### src/design/pid_sel_cfg.svh
`ifndef PID_SEL_CFG_SVH
`define PID_SEL_CFG_SVH

// Register byte offsets
`define CFG_OFS_ACTION 8'h00
`define CFG_OFS_SETPT 8'h04
`define CFG_OFS_UPLIM 8'h08
`define CFG_OFS_LOLIM 8'h0C
`define CFG_OFS_AINSEL 8'h10
`define CFG_OFS_MEASSEL 8'h14
`define CFG_OFS_SUSPT 8'h18
`define CFG_OFS_THERM 8'h1C
`define CFG_OFS_INSEL0 8'h20
`define CFG_OFS_OUTSEL0 8'h34
`define CFG_OFS_STATUS 8'h40
`define CFG_OFS_SETPT_OUT 8'h44
`define CFG_OFS_MEAS_OUT 8'h48
`define CFG_OFS_IRQ_STAT 8'h4C
`define CFG_OFS_IRQ_EN 8'h50
`define CFG_OFS_IRQ_CLR 8'h54

// Word indices of the parameter array
`define CFG_IDX_ACTION 4'h0
`define CFG_IDX_SETPT 4'h1
`define CFG_IDX_UPLIM 4'h2
`define CFG_IDX_LOLIM 4'h3
`define CFG_IDX_AINSEL 4'h4
`define CFG_IDX_MEASSEL 4'h5
`define CFG_IDX_SUSPT 4'h6
`define CFG_IDX_THERM 4'h7
`define CFG_IDX_INSEL0 4'h8
`define CFG_IDX_OUTSEL0 4'hD
`define CFG_NUM_WORDS 16

// Reset values
`define CFG_RST_ACTION 16'h0000
`define CFG_RST_SETPT 16'h270F
`define CFG_RST_UPLIM 16'h270F
`define CFG_RST_LOLIM 16'h270F
`define CFG_RST_AINSEL 16'h0001
`define CFG_RST_MEASSEL 16'h0000
`define CFG_RST_SUSPT 16'h0001
`define CFG_RST_THERM 16'h270F
`define CFG_RST_SEL 16'h0000

// Setting values
`define CFG_VAL_NONE 16'h270F
`define CFG_VAL_PID_A 16'h0014
`define CFG_VAL_PID_B 16'h0015
`define CFG_VAL_IN_PID_EN 16'h000E
`define CFG_VAL_AIN_10V_A 16'h0000
`define CFG_VAL_AIN_5V_A 16'h0001
`define CFG_VAL_AIN_10V_B 16'h000A
`define CFG_VAL_AIN_5V_B 16'h000B
`define CFG_VAL_MEAS_4_20MA 16'h0000
`define CFG_VAL_MEAS_5V 16'h0001
`define CFG_VAL_MEAS_10V 16'h0002
`define CFG_VAL_OUT_LOWER 16'h000E
`define CFG_VAL_OUT_UPPER 16'h000F
`define CFG_VAL_OUT_DIR 16'h0010
`define CFG_VAL_OUT_PID 16'h002F
`define CFG_VAL_OUT_SUSPEND 16'h0046
`define CFG_VAL_OUT_NEG 16'h0064

// Percent scale, 0.1 % steps
`define CFG_PCT_FULL 10'h3E8
`define CFG_SCALE_10V 16'h03E8
`define CFG_SCALE_5V 16'h07D0
`define CFG_SCALE_4_20MA 16'h04E2

`endif

### src/design/pid_sel_pkg.sv
package pid_sel_pkg;

  typedef enum logic [1:0] {
    RANGE_0_10V,
    RANGE_0_5V,
    RANGE_4_20MA
  } ain_range_t;

  typedef struct packed {
    logic suspend;
    logic pid_act;
    logic dir;
    logic lower;
    logic upper;
  } status_sig_t;

  typedef struct packed {
    logic [31:0] wdata;
    logic [7:0] addr;
    logic wr;
    logic rd;
  } bus_req_t;

endpackage

### src/design/pid_io_signal_select.sv
`timescale 1ns/1ps
`default_nettype none
`include "pid_sel_cfg.svh"

// Operation
// RULE1 - PID runs only for action 20 or 21
// RULE2 - Input selector 14 makes PID enable input
// RULE3 - No enable input: action setting alone decides
// RULE4 - Action 0 or enable off: normal run
// RULE5 - Set point parameter, or terminal when 9999
// RULE6 - Terminal scaled 0-5V or 0-10V by selection
// RULE7 - Measured input scaled 4-20mA, 5V, 10V
// RULE8 - Upper flag when measured exceeds upper limit
// RULE9 - Lower flag when measured below lower limit
// RULE10 - Direction output high for forward rotation
// RULE11 - PID active output on during PID control
// RULE12 - Suspension flag only when detect time valid
// RULE13 - Selector 100 or more inverts output
// RULE14 - Thermistor level set: terminal not set point
// RULE15 - Suspended: running off, PID active on
// RULE16 - Status outputs refreshed every control cycle
module pid_io_signal_select #(
  parameter int N_IN = 5,
  parameter int N_OUT = 3,
  parameter int ADC_W = 12
) (
  // Clock and reset
  input wire logic I_CORE_CLK,
  input wire logic I_SRST,
  // Register port
  input wire logic [7:0] I_ADDR,
  input wire logic [31:0] I_WDATA,
  input wire logic I_WR,
  input wire logic I_RD,
  output logic [31:0] O_RDATA,
  // Input terminals and analog codes
  input wire logic [N_IN-1:0] I_IN_TERM,
  input wire logic [ADC_W-1:0] I_SETPT_CODE,
  input wire logic [ADC_W-1:0] I_MEAS_CODE,
  // Drive state
  input wire logic I_FWD_ROT,
  input wire logic I_RUN_REQ,
  input wire logic I_SUSPEND_REQ,
  // Status terminals and results
  output logic [N_OUT-1:0] O_OUT_TERM,
  output logic O_RUN,
  output logic O_PID_ACTIVE,
  output logic [9:0] O_SET_POINT,
  output logic [9:0] O_MEASURED,
  // Interrupt
  output logic O_IRQ
);

  localparam int N_EV = 4;

  function automatic logic [15:0] cfg_rst(input int idx);
    case (idx)
      0: cfg_rst = `CFG_RST_ACTION;
      1: cfg_rst = `CFG_RST_SETPT;
      2: cfg_rst = `CFG_RST_UPLIM;
      3: cfg_rst = `CFG_RST_LOLIM;
      4: cfg_rst = `CFG_RST_AINSEL;
      5: cfg_rst = `CFG_RST_MEASSEL;
      6: cfg_rst = `CFG_RST_SUSPT;
      7: cfg_rst = `CFG_RST_THERM;
      default: cfg_rst = `CFG_RST_SEL;
    endcase
  endfunction

  function automatic logic is_set(input logic [15:0] v);
    is_set = (v != `CFG_VAL_NONE);
  endfunction

  pid_sel_pkg::bus_req_t req;
  logic [15:0] cfg_q [`CFG_NUM_WORDS];
  logic [15:0] cfg_d [`CFG_NUM_WORDS];
  logic [N_EV-1:0] irq_stat_q, irq_stat_d;
  logic [N_EV-1:0] irq_en_q, irq_en_d;
  logic [31:0] rdata_q, rdata_d;
  pid_sel_pkg::status_sig_t sig, sig_q;
  logic run_q, run_d;
  logic [9:0] setpt_q, setpt_d;
  logic [N_EV-1:0] ev;

  logic [15:0] action, setpt_par, uplim, lolim, ainsel, meassel, suspt, therm;
  logic action_pid;
  logic en_assigned;
  logic en_level;
  logic pid_on;
  logic suspend_on;
  logic [9:0] term2_pct, meas_pct;
  pid_sel_pkg::ain_range_t sp_range, meas_range;

  assign req = '{wdata: I_WDATA, addr: I_ADDR, wr: I_WR, rd: I_RD};

  // Register file
  always_comb begin
    for (int i = 0; i < `CFG_NUM_WORDS; i++) begin
      cfg_d[i] = cfg_q[i];
    end
    irq_en_d = irq_en_q;
    if (req.wr && (req.addr[1:0] == 2'b00)) begin
      if (req.addr < `CFG_OFS_STATUS) begin
        cfg_d[req.addr[5:2]] = req.wdata[15:0];
      end else if (req.addr == `CFG_OFS_IRQ_EN) begin
        irq_en_d = req.wdata[N_EV-1:0];
      end
    end
  end

  always_ff @(posedge I_CORE_CLK) begin
    if (I_SRST) begin
      for (int i = 0; i < `CFG_NUM_WORDS; i++) begin
        cfg_q[i] <= cfg_rst(i);
      end
      irq_en_q <= '0;
    end else begin
      for (int i = 0; i < `CFG_NUM_WORDS; i++) begin
        cfg_q[i] <= cfg_d[i];
      end
      irq_en_q <= irq_en_d;
    end
  end

  assign action = cfg_q[`CFG_IDX_ACTION];
  assign setpt_par = cfg_q[`CFG_IDX_SETPT];
  assign uplim = cfg_q[`CFG_IDX_UPLIM];
  assign lolim = cfg_q[`CFG_IDX_LOLIM];
  assign ainsel = cfg_q[`CFG_IDX_AINSEL];
  assign meassel = cfg_q[`CFG_IDX_MEASSEL];
  assign suspt = cfg_q[`CFG_IDX_SUSPT];
  assign therm = cfg_q[`CFG_IDX_THERM];

  // PID enable decision
  always_comb begin
    action_pid = (action == `CFG_VAL_PID_A) || (action == `CFG_VAL_PID_B); // [RULE1]
    en_assigned = 1'b0;
    en_level = 1'b0;
    for (int i = 0; i < N_IN; i++) begin
      if (cfg_q[`CFG_IDX_INSEL0 + 4'(i)] == `CFG_VAL_IN_PID_EN) begin
        en_assigned = 1'b1;
        en_level = en_level | I_IN_TERM[i]; // [RULE2]
      end
    end
    // Unassigned enable leaves the action setting in sole charge
    pid_on = action_pid && (!en_assigned || en_level); // [RULE3] [RULE4]
    // Suspension is only meaningful while PID is actually running
    suspend_on = pid_on && is_set(suspt) && I_SUSPEND_REQ; // [RULE12]
  end

  // Analog ranges
  always_comb begin
    case (ainsel)
      `CFG_VAL_AIN_5V_A, `CFG_VAL_AIN_5V_B: sp_range = pid_sel_pkg::RANGE_0_5V; // [RULE6]
      `CFG_VAL_AIN_10V_A, `CFG_VAL_AIN_10V_B: sp_range = pid_sel_pkg::RANGE_0_10V; // [RULE6]
      default: sp_range = pid_sel_pkg::RANGE_0_10V;
    endcase
    case (meassel)
      `CFG_VAL_MEAS_4_20MA: meas_range = pid_sel_pkg::RANGE_4_20MA; // [RULE7]
      `CFG_VAL_MEAS_5V: meas_range = pid_sel_pkg::RANGE_0_5V; // [RULE7]
      `CFG_VAL_MEAS_10V: meas_range = pid_sel_pkg::RANGE_0_10V; // [RULE7]
      default: meas_range = pid_sel_pkg::RANGE_4_20MA;
    endcase
  end

  pid_pct_scaler #(
    .ADC_W(ADC_W)
  ) u_sp_scale (
    .i_clk(I_CORE_CLK),
    .i_srst(I_SRST),
    .i_code(I_SETPT_CODE),
    .i_range(sp_range),
    .o_pct(term2_pct)
  );

  pid_pct_scaler #(
    .ADC_W(ADC_W)
  ) u_meas_scale (
    .i_clk(I_CORE_CLK),
    .i_srst(I_SRST),
    .i_code(I_MEAS_CODE),
    .i_range(meas_range),
    .o_pct(meas_pct)
  );

  // Set point source
  always_comb begin
    if (setpt_par == `CFG_VAL_NONE) begin
      // With thermistor protection the terminal is taken, so no source is left
      setpt_d = is_set(therm) ? 10'h000 : term2_pct; // [RULE5] [RULE14]
    end else if (setpt_par > 16'(`CFG_PCT_FULL)) begin
      setpt_d = `CFG_PCT_FULL;
    end else begin
      setpt_d = setpt_par[9:0]; // [RULE5]
    end
  end

  // Status signals
  always_comb begin
    sig.upper = pid_on && is_set(uplim) && (16'(meas_pct) > uplim); // [RULE8]
    sig.lower = pid_on && is_set(lolim) && (16'(meas_pct) < lolim); // [RULE9]
    sig.dir = I_FWD_ROT; // [RULE10]
    sig.pid_act = pid_on; // [RULE11] [RULE15]
    sig.suspend = suspend_on; // [RULE12]
    run_d = I_RUN_REQ && !suspend_on; // [RULE15]
    ev = {sig.suspend & ~sig_q.suspend, sig.pid_act ^ sig_q.pid_act,
          sig.lower & ~sig_q.lower, sig.upper & ~sig_q.upper};
  end

  for (genvar g = 0; g < N_OUT; g++) begin : g_out
    pid_out_term u_term (
      .i_clk(I_CORE_CLK),
      .i_srst(I_SRST),
      .i_sel(cfg_q[`CFG_IDX_OUTSEL0 + 4'(g)]),
      .i_sig(sig),
      .o_level(O_OUT_TERM[g])
    );
  end

  // Sticky events; a new event beats a clear in the same cycle
  always_comb begin
    irq_stat_d = irq_stat_q;
    if (req.wr && (req.addr == `CFG_OFS_IRQ_CLR)) begin
      irq_stat_d = irq_stat_d & ~req.wdata[N_EV-1:0];
    end
    irq_stat_d = irq_stat_d | ev;
  end

  // Read port
  always_comb begin
    rdata_d = 32'h0000_0000;
    if (req.rd && (req.addr[1:0] == 2'b00)) begin
      if (req.addr < `CFG_OFS_STATUS) begin
        rdata_d = {16'h0000, cfg_q[req.addr[5:2]]};
      end else begin
        case (req.addr)
          `CFG_OFS_STATUS: rdata_d = {26'h0, run_q, sig_q};
          `CFG_OFS_SETPT_OUT: rdata_d = {22'h0, setpt_q};
          `CFG_OFS_MEAS_OUT: rdata_d = {22'h0, meas_pct};
          `CFG_OFS_IRQ_STAT: rdata_d = {28'h0, irq_stat_q};
          `CFG_OFS_IRQ_EN: rdata_d = {28'h0, irq_en_q};
          default: rdata_d = 32'h0000_0000;
        endcase
      end
    end
  end

  always_ff @(posedge I_CORE_CLK) begin
    if (I_SRST) begin
      sig_q <= '0;
      run_q <= 1'b0;
      setpt_q <= 10'h000;
      irq_stat_q <= '0;
      rdata_q <= 32'h0000_0000;
    end else begin
      sig_q <= sig; // [RULE16]
      run_q <= run_d;
      setpt_q <= setpt_d;
      irq_stat_q <= irq_stat_d;
      rdata_q <= rdata_d;
    end
  end

  assign O_RDATA = rdata_q;
  assign O_RUN = run_q;
  assign O_PID_ACTIVE = sig_q.pid_act;
  assign O_SET_POINT = setpt_q;
  assign O_MEASURED = meas_pct;
  assign O_IRQ = |(irq_stat_q & irq_en_q);

endmodule

`default_nettype wire

### src/design/pid_out_term.sv
`timescale 1ns/1ps
`default_nettype none
`include "pid_sel_cfg.svh"

module pid_out_term (
  // Clock and reset
  input wire logic i_clk,
  input wire logic i_srst,
  // Function select and status
  input wire logic [15:0] i_sel,
  input wire pid_sel_pkg::status_sig_t i_sig,
  // Terminal level
  output logic o_level
);

  logic level_q, level_d;
  logic neg;
  logic [15:0] func;
  logic act;

  always_comb begin
    neg = (i_sel >= `CFG_VAL_OUT_NEG);
    func = neg ? 16'(i_sel - `CFG_VAL_OUT_NEG) : i_sel;
    case (func)
      `CFG_VAL_OUT_UPPER: act = i_sig.upper;
      `CFG_VAL_OUT_LOWER: act = i_sig.lower;
      `CFG_VAL_OUT_DIR: act = i_sig.dir;
      `CFG_VAL_OUT_PID: act = i_sig.pid_act;
      `CFG_VAL_OUT_SUSPEND: act = i_sig.suspend;
      default: act = 1'b0;
    endcase
    level_d = act ^ neg; // [RULE13]
  end

  always_ff @(posedge i_clk) begin
    if (i_srst) begin
      level_q <= 1'b0;
    end else begin
      level_q <= level_d; // [RULE16]
    end
  end

  assign o_level = level_q;

endmodule

`default_nettype wire

### src/design/pid_pct_scaler.sv
`timescale 1ns/1ps
`default_nettype none
`include "pid_sel_cfg.svh"

module pid_pct_scaler #(
  parameter int ADC_W = 12
) (
  // Clock and reset
  input wire logic i_clk,
  input wire logic i_srst,
  // Converter code and range
  input wire logic [ADC_W-1:0] i_code,
  input wire pid_sel_pkg::ain_range_t i_range,
  // Scaled value
  output logic [9:0] o_pct
);

  localparam logic [ADC_W-1:0] OFS_4MA = ADC_W'((2 ** ADC_W) / 5);

  logic [9:0] pct_q, pct_d;
  logic [ADC_W+15:0] prod;
  logic [ADC_W-1:0] base;

  always_comb begin
    base = i_code;
    prod = '0;
    case (i_range)
      pid_sel_pkg::RANGE_0_10V: begin
        prod = i_code * `CFG_SCALE_10V;
      end
      pid_sel_pkg::RANGE_0_5V: begin
        prod = i_code * `CFG_SCALE_5V;
      end
      pid_sel_pkg::RANGE_4_20MA: begin
        // Below the live-zero offset the reading clamps to 0 %
        base = (i_code > OFS_4MA) ? ADC_W'(i_code - OFS_4MA) : '0;
        prod = base * `CFG_SCALE_4_20MA;
      end
      default: begin
        prod = '0;
      end
    endcase
    if ((prod >> ADC_W) > (ADC_W+16)'(`CFG_PCT_FULL)) begin
      pct_d = `CFG_PCT_FULL;
    end else begin
      pct_d = 10'(prod >> ADC_W);
    end
  end

  always_ff @(posedge i_clk) begin
    if (i_srst) begin
      pct_q <= 10'h000;
    end else begin
      pct_q <= pct_d;
    end
  end

  assign o_pct = pct_q;

endmodule

`default_nettype wire

### config.mk
export PLATFORM = sky130hd
export DESIGN_NAME = pid_io_signal_select
export DESIGN_NICKNAME = d
export VERILOG_FILES = /design/src/design/pid_sel_pkg.sv /design/src/design/pid_io_signal_select.sv /design/src/design/pid_out_term.sv /design/src/design/pid_pct_scaler.sv
export VERILOG_INCLUDE_DIRS = /design/src /design/src/design
export SDC_FILE = /design/constraint.sdc
export NUM_CORES = 1
export LEC_CHECK = 0
export BUFFER_PORTS_ARGS = -buffer_cell sky130_fd_sc_hd__buf_2
export CORE_ASPECT_RATIO = 1.75
export CORE_MARGIN = 2
export CORE_UTILIZATION = 50
export DETAILED_ROUTE_END_ITERATION = 6
export PLACE_DENSITY = 0.68
export SYNTH_ARGS = -nofsm -noshare
export SYNTH_HDL_FRONTEND = slang
export SYNTH_SLANG_ARGS = --single-unit
### constraint.sdc
create_clock -name I_CORE_CLK -period 8.83 [get_ports I_CORE_CLK]
set_clock_uncertainty 0.05 [all_clocks]
set_input_delay 0.883 -clock I_CORE_CLK [delete_from_list [all_inputs] [get_ports I_CORE_CLK]]
set_output_delay 0.883 -clock I_CORE_CLK [all_outputs]
set_load 0.1 [all_outputs]
==> metrics.md, run 1 <==
| Metric | Value |
|---|---|
| Maximum achievable frequency | 133.4 MHz |
| Total count of hold-check failures in the final report | 0 |
| Die boundary height | 282.1 um |
| Final count of negative-setup-slack endpoints | 0 |
| Slack of the critical path | 1.331 ns |
| Number of top-level pins | 134 |
| Total vias in the final route | 19520 |
| Met3 Routed Length | 3958 um |
| Sequential fraction of the synthesis area | 0.2889 |
| Startpoint Class | primary input |
| Critical path endpoint category | flop |
| Peak supply drop | 0.0002284 V |
| Row cnt | 101 |
| Global-route wire length before repair | 108900 um |
| Nets@finish | 2949 |
| Post-synthesis share of cell area spent on xor and xnor gates | 0.01981 |
| Worst endpoint required time | 9.23 ns |
| Multi-input gate area | 0.01446 sq mm |
| Cell area after synthesis | 0.02210 sq mm |
| Via count of the first global-routing pass | 19650 |
| CTS Buffer Depth | 3 |
| Final weighted congestion in routability-driven placement | 0.9781 |
| Routed wire length on met2 | 36250 um |
| Layout fillers | 4013 |
| Setup repair after global routing missed its margin | false |
| Synth Register Bits | 319 |
| DP Area | 0.02290 sq mm |
| Power per standard cell area | 248.5 mW/mm^2 |
| Most frequent cells in the layout | sky130_fd_sc_hd__nand2_1 (586), sky130_fd_sc_hd__dfxtp_1 (319), sky130_fd_sc_hd__a21oi_1 (294) |
| Simple-Gate Fraction of Synth Area | 0.2096 |
| Mean instance size in the synthesized netlist | 8.514 sq um |
| Cells after Synth | 2596 |
| Largest net degree at the start of global routing | 110 |
| Global-route total usage across every layer | 0.3076 |
| Antenna-violating nets left | 0 |
| Smallest hold slack | 0.4196 ns |
| Max-cap violations | 0 |
| Synth unique cells | 82 |
| Floorplan core area | 0.04347 sq mm |
| Share of final-layout standard cells stronger than drive strength 1 | 0.1138 |
| Placement Setup Slack | 0.7965 ns |
| Combinational family with the most area after synthesis | simple AND/OR/NAND/NOR gates |
| Final worst path period need | 7.499 ns |
| Clk slew on worst S/H paths | 0.07 ns |
| Number of synthesis warnings | 0 |
| Type of the worst setup path | primary input to flop |
| Count of hold-fix buffers inserted at cts | 0 |
| Register area | 0.006386 sq mm |
| Compound-gate portion of the synthesized area | 0.1378 |
| Horiz. Die Dim | 162.9 um |
| Slew at the pin with the worst max-slew slack | 1.200 ns |
| Async set or reset register ratio after synthesis | 0 |
| Number of remaining DRC errors | 0 |
| Total die area | 0.04597 sq mm |
| Number of buffers added for setup after CTS | 0 |
| Max-slew violation total from the final report | 0 |
| Detailed Place HPWL | 54740 um |
| H-Tree Depth | 1 |
| Layout overhead on the synthesized area | 7.852% |
| DR iter-0 viols | 1253 |
| Count of clock tree sinks | 319 |
| Adder-cell area share of the yosys netlist | 0.1866 |
| Cts bufs inserted | 27 |
| Antenna cell count | 0 |
| Vias per Instance | 6.127 |
| Run status | completed |
| Worst Path Max Fanout | 7 |
| Number of gates resized after cts | 0 |
| Number of optimization iterations in the first detailed-route pass | 5 |
| Global-route congestion overflow total | 0 |
| Number of enable flip-flop cells after synthesis | 0 |
| Share of the cycle needed by the critical path after routing | 0.8493 |
| Final routed wire length divided by cell count | 22.26 um |
| Post-Route WL | 70910 um |
| Critical Path AT | 7.90 ns |
| Antenna violations before repair | 1 |
| Multiplexer fraction of the synthesized cell area | 0.09635 |
| WL met1 | 23050 um |
| Headroom to the max-slew limit | 0.1968 |
| Most common cell after layout, fill and taps aside | sky130_fd_sc_hd__nand2_1 |
| Most used flip-flop cell after synthesis | sky130_fd_sc_hd__dfxtp_1 |
| # port buffers | 101 |
| Root buffer cell | sky130_fd_sc_hd__clkbuf_16 |
| Highest metal layer with signal wires | met5 |
| Post-layout instance area | 0.02384 sq mm |
| Effective utilization at floorplan | 0.5084 |
| CTS tree | built |
| Worst hold-check path type | flop to flop |
| Fin Setup TNS | 0 ns |
| Source-to-sink clock delay at the later pin of the worst-skew pair | 0.56 ns |
| Leak pwr | 0.009610 uW |
## report_power, final
| group | switching [uW] | internal, uW |
|---|---|---|
| clock | 579 | 735 |
| sequential | 59.3 | 1490 |
| combinational | 1910 | 1150 |
| total | 2550 | 3380 |
## cell usage after synthesis (6+ instances only)
cell type                   instances  area share
sky130_fd_sc_hd__nand3_1           60       0.014
sky130_fd_sc_hd__mux2i_1           20      0.0091
sky130_fd_sc_hd__nor2b_1           14      0.0040
sky130_fd_sc_hd__xor2_1            19      0.0075
sky130_fd_sc_hd__nand2_1          586        0.10
sky130_fd_sc_hd__ha_1             176        0.10
sky130_fd_sc_hd__a21o_1            13      0.0044
sky130_fd_sc_hd__o211ai_1          22      0.0075
sky130_fd_sc_hd__nand4b_1           7      0.0028
sky130_fd_sc_hd__and2_1             9      0.0025
sky130_fd_sc_hd__and3_1            21      0.0059
sky130_fd_sc_hd__inv_1            169       0.029
sky130_fd_sc_hd__nor2_1           107       0.018
sky130_fd_sc_hd__nor3_1            49       0.011
sky130_fd_sc_hd__nor4_1            39       0.011
sky130_fd_sc_hd__mux4_2            83       0.085
sky130_fd_sc_hd__buf_1             13      0.0022
sky130_fd_sc_hd__o2111ai_1          6      0.0024
sky130_fd_sc_hd__xnor2_1           31       0.012
sky130_fd_sc_hd__a21oi_1          294       0.067
sky130_fd_sc_hd__nor4b_1            9      0.0036
sky130_fd_sc_hd__nand4_1           22      0.0062
sky130_fd_sc_hd__a31oi_1           13      0.0037
sky130_fd_sc_hd__dfxtp_1          319        0.29
sky130_fd_sc_hd__o22ai_1           18      0.0051
sky130_fd_sc_hd__clkbuf_1         126       0.021
sky130_fd_sc_hd__or4_1              6      0.0020
sky130_fd_sc_hd__nor4bb_1           8      0.0036
sky130_fd_sc_hd__a211oi_1          10      0.0034
sky130_fd_sc_hd__or2_2             12      0.0034
sky130_fd_sc_hd__buf_4             20      0.0068
sky130_fd_sc_hd__o21a_1            13      0.0044
sky130_fd_sc_hd__o221ai_1           6      0.0024
sky130_fd_sc_hd__or3_1              9      0.0025
sky130_fd_sc_hd__nand2b_1          20      0.0057
sky130_fd_sc_hd__fa_1              96       0.087
sky130_fd_sc_hd__and4_1             7      0.0028
sky130_fd_sc_hd__a22oi_1           14      0.0048
sky130_fd_sc_hd__o21ai_0           29      0.0066
## logic make-up after synthesis
kind of cell             count (synthesis)
adder cells (fa/ha/maj)                272
multiplexers                           107
AND/OR/NAND/NOR                       1011
other                                    1
flip-flops                             319
XOR/XNOR                                50
AO/OA/AOI/OAI                          502
buffers and inverters                  334
## worst max-delay path: stages
cell,delay [ns]
sky130_fd_sc_hd__buf_2,0.17
sky130_fd_sc_hd__inv_1,0.19
sky130_fd_sc_hd__ha_1,0.21
sky130_fd_sc_hd__nand4_1,0.20
sky130_fd_sc_hd__o221ai_1,0.36
sky130_fd_sc_hd__nand2_1,0.21
sky130_fd_sc_hd__nor2_1,0.48
sky130_fd_sc_hd__fa_1,0.52
sky130_fd_sc_hd__ha_1,0.30
sky130_fd_sc_hd__inv_1,0.06
sky130_fd_sc_hd__fa_1,0.54
sky130_fd_sc_hd__inv_1,0.04
sky130_fd_sc_hd__ha_1,0.26
sky130_fd_sc_hd__inv_1,0.05
sky130_fd_sc_hd__fa_1,0.50
sky130_fd_sc_hd__inv_1,0.04
sky130_fd_sc_hd__ha_1,0.31
sky130_fd_sc_hd__nand2_1,0.10
sky130_fd_sc_hd__o31ai_1,0.46
sky130_fd_sc_hd__o21ai_0,0.25
sky130_fd_sc_hd__o41ai_1,0.78
sky130_fd_sc_hd__o41ai_1,0.23
sky130_fd_sc_hd__or4_4,0.47
sky130_fd_sc_hd__o2111a_1,0.27
## per-layer routing
layer | global-route usage | vias to the layer above
li1 | - | 9046
met1 | 0.2966 | 9361
met2 | 0.5644 | 783
met3 | 0.03842 | 323
met4 | 0.2791 | 2
met5 | 0 | -
## flip-flops by register name, indices dropped and copies added, names as in the netlist
name                  flops
O_PID_ACTIVE              1
g_out.u_term.o_level      3
O_RUN                     1
cfg_q                   256
irq_en_q                  4
u_meas_scale.o_pct       10
sig_q                     4
O_RDATA                  16
irq_stat_q                4
O_SET_POINT              10
u_sp_scale.o_pct         10
## area by class of cell
cell class,instances,area share
Tap cell,566,0.02971
Multi-Input combinational cell,1958,0.6066
Clock buffer,31,0.03023
Timing Repair Buffer,126,0.02966
Sequential cell,319,0.2679
Clock inverter,16,0.009290
Inverter,169,0.02661
## stage by stage
step | utilization | std cells | total power (uW)
floorplan | - | 2611 | 3897
global placement | 0.5267 | 3138 | 4537
detailed placement | 0.5267 | 3138 | 4614
CTS | 0.5484 | 3185 | 5916
global route | 0.5484 | 3185 | 6281
finish | 0.5484 | 3185 | 5924
## worst paths after layout
path,endpoint,slack [ns],cells after the start,from
max,u_meas_scale.o_pct[0]$_SDFF_PP0_,1.33,24,I_MEAS_CODE[10]
min reg2reg,cfg_q[1][11]$_SDFFE_PP0P_,0.42,2,cfg_q[1][11]$_SDFFE_PP0P_
max reg2reg,g_out[2].u_term.o_level$_SDFF_PP0_,4.96,11,cfg_q[15][2]$_SDFFE_PP0P_
min,cfg_q[1][11]$_SDFFE_PP0P_,0.42,2,cfg_q[1][11]$_SDFFE_PP0P_
(Power assumes the default switching activity.)
==> inputs of run 2 (changes only) <==
==> constraint.sdc (replaced) <==
create_clock -name I_CORE_CLK -period 7.4 [get_ports I_CORE_CLK]
set_clock_uncertainty 0.05 [all_clocks]
set_input_delay 0.74 -clock I_CORE_CLK [delete_from_list [all_inputs] [get_ports I_CORE_CLK]]
set_output_delay 0.74 -clock I_CORE_CLK [all_outputs]
set_load 0.1 [all_outputs]
==> run 2 against run 1 <==
Utilization rose by 0.30 points. Sequential share of layout area fell by 0.14 points. Hold slack barely moved. Highest routed layer unchanged. Global-route usage rose by 0.47 points. Non-clock buffer count rose by 26. Clock power rose by 9.9%.
==> metrics.md, run 2 (synthesized netlist as in run 1, its figures left out) <==
| Metric | Value |
|---|---|
| Final routed wire length divided by cell count | 22.44 um |
| Startpoint of the worst register-to-register path | cfg_q[15][2]$_SDFFE_PP0P_ |
| Delay of the slowest cell on the worst path | 0.55 ns |
| Total count of hold-check failures in the final report | 0 |
| Met3 Use GR | 0.04589 |
| Cell repeated most along the worst path | sky130_fd_sc_hd__inv_1 |
| Headroom to the max-slew limit | 0.1684 |
| Post-layout instance area | 0.02397 sq mm |
| CTS tree | built |
| Slowest library cell on the worst path | sky130_fd_sc_hd__or4_4 |
| Worst hold-check path type | flop to flop |
| Detailed Place HPWL | 54990 um |
| Power per standard cell area | 293.2 mW/mm^2 |
| Total vias in the final route | 19650 |
| Flip-flop count of the largest register, all copies and words added | 256 |
| Global-route congestion overflow total | 0 |
| Clk slew on worst S/H paths | 0.07 ns |
| Flop-to-flop setup slack | 3.64 ns |
| Antenna-violating nets left | 0 |
| Slack of the critical path | 0.5728 ns |
| Number of optimization iterations in the first detailed-route pass | 7 |
| Total die area | 0.04597 sq mm |
| # port buffers | 101 |
| Run status | completed |
| Layout fillers | 4005 |
| Number of top-level pins | 134 |
| Number of buffers added for setup after CTS | 0 |
| Layout overhead on the synthesized area | 8.435% |
| Maximum achievable frequency | 146.5 MHz |
| Count of clock tree sinks | 319 |
| Crit Reg-Reg Endpoint | g_out[2].u_term.o_level$_SDFF_PP0_ |
| CTS Buffer Depth | 3 |
| Count of hold-fix buffers inserted at cts | 0 |
| Core occupancy in the finished layout | 0.5513 |
| Peak supply drop | 0.0002147 V |
| Row cnt | 101 |
| Beginning of the critical path | I_MEAS_CODE[3] |
| Effective utilization at floorplan | 0.5084 |
| Slew at the pin with the worst max-slew slack | 1.243 ns |
| Worst r2r path cells | 11 |
| Worst endpoint required time | 7.80 ns |
| DP Area | 0.02310 sq mm |
| Share of final-layout standard cells stronger than drive strength 1 | 0.1206 |
| Antenna violations before repair | 2 |
| Nets@finish | 2976 |
| Global-route total usage across every layer | 0.3123 |
| Post-Route WL | 72100 um |
| Met1 capacity usage during global routing | 0.3073 |
| Final worst path period need | 6.827 ns |
| Cts bufs inserted | 28 |
| Vias per Instance | 6.115 |
| Hold Path Sink | cfg_q[11][3]$_SDFFE_PP0P_ |
| Worst Path Max Fanout | 5 |
| Most common cell after layout, fill and taps aside | sky130_fd_sc_hd__nand2_1 |
| Source-to-sink clock delay at the later pin of the worst-skew pair | 0.57 ns |
| Final weighted congestion in routability-driven placement | 1.002 |
| H-Tree Depth | 1 |
| Placement Setup Slack | -0.01924 ns |
| DR iter-0 viols | 1537 |
| Max-cap violations | 0 |
| Horiz. Die Dim | 162.9 um |
| Share of the cycle needed by the critical path after routing | 0.9226 |
| Smallest hold slack | 0.4195 ns |
| Final count of negative-setup-slack endpoints | 0 |
| Largest net degree at the start of global routing | 106 |
| Met2 routing resource usage after global routing | 0.5739 |
| Via count of the first global-routing pass | 19720 |
| Startpoint of the lowest-slack hold path | cfg_q[11][3]$_SDFFE_PP0P_ |
| Critical Path AT | 7.23 ns |
| Setup repair after global routing missed its margin | false |
| Instance count along the most critical hold path | 2 |
| Most frequent cells in the layout | sky130_fd_sc_hd__nand2_1 (586), sky130_fd_sc_hd__dfxtp_1 (319), sky130_fd_sc_hd__a21oi_1 (294) |
| Number of remaining DRC errors | 0 |
| Die boundary height | 282.1 um |
| Number of gates resized after cts | 0 |
| Startpoint Class | primary input |
| Type of the worst setup path | primary input to flop |
| Max-slew violation total from the final report | 0 |
| Global-route wire length before repair | 110400 um |
| Register name with the most flops | cfg_q |
| Global routing's busiest layer | met2 |
| Critical path endpoint category | flop |
| Floorplan core area | 0.04347 sq mm |
| Root buffer cell | sky130_fd_sc_hd__clkbuf_16 |
| Leak pwr | 0.009704 uW |
## run 2: layer usage
metal,vias to the layer above,part of all wire
li1,9095,-
met2,817,0.51
met5,-,0.00017
met4,2,0.097
met3,301,0.062
met1,9434,0.33
## run 2: worst max path at each step
stage                                        to  slack, ns  cells past startpoint
2_1_floorplan  u_meas_scale.o_pct[0]$_SDFF_PP0_       0.78                     25
3_3_place_gp   u_meas_scale.o_pct[0]$_SDFF_PP0_       0.14                     26
3_5_place_dp   u_meas_scale.o_pct[0]$_SDFF_PP0_      -0.02                     26
4_1_cts        u_meas_scale.o_pct[0]$_SDFF_PP0_       0.55                     26
5_1_grt        u_meas_scale.o_pct[0]$_SDFF_PP0_       0.17                     26
6_report       u_meas_scale.o_pct[0]$_SDFF_PP0_       0.57                     27
## run 2: cell type report
type	count	area, sq um	share of cell area
Sequential cell	319	6386	0.2665
Inverter	169	634.4	0.02647
Timing Repair Buffer	152	902.1	0.03764
Antenna cell	1	2.502	0.0001044
Clock inverter	6	36.28	0.001514
Tap cell	566	708.2	0.02955
Clock buffer	42	824.5	0.03440
Multi-Input combinational cell	1958	14470	0.6039
## run 2: power breakdown
group          internal (uW)  switching [uW]  total (uW)
Sequential              1780            76.1        1860
Clock                    767             673        1440
Combinational           1440            2290        3730
Total                   3990            3030        7030
## run 2: per-stage QoR
step	std cells	total power (uW)	TNS, ns
after floorplan	2611	4650	0
after global placement	3164	5513	0
after detailed placement	3164	5578	-0.02944
after CTS	3212	7012	0
after global routing	3212	7502	0
final	3213	7028	0
## run 2: critical path: cells and delay by family
family | cells | cell delay, ns
compound gates | 5 | 1.33
xor+xnor | 2 | 0.54
fa+ha+maj | 7 | 2.61
buf+inv | 7 | 0.63
simple gates | 6 | 1.35
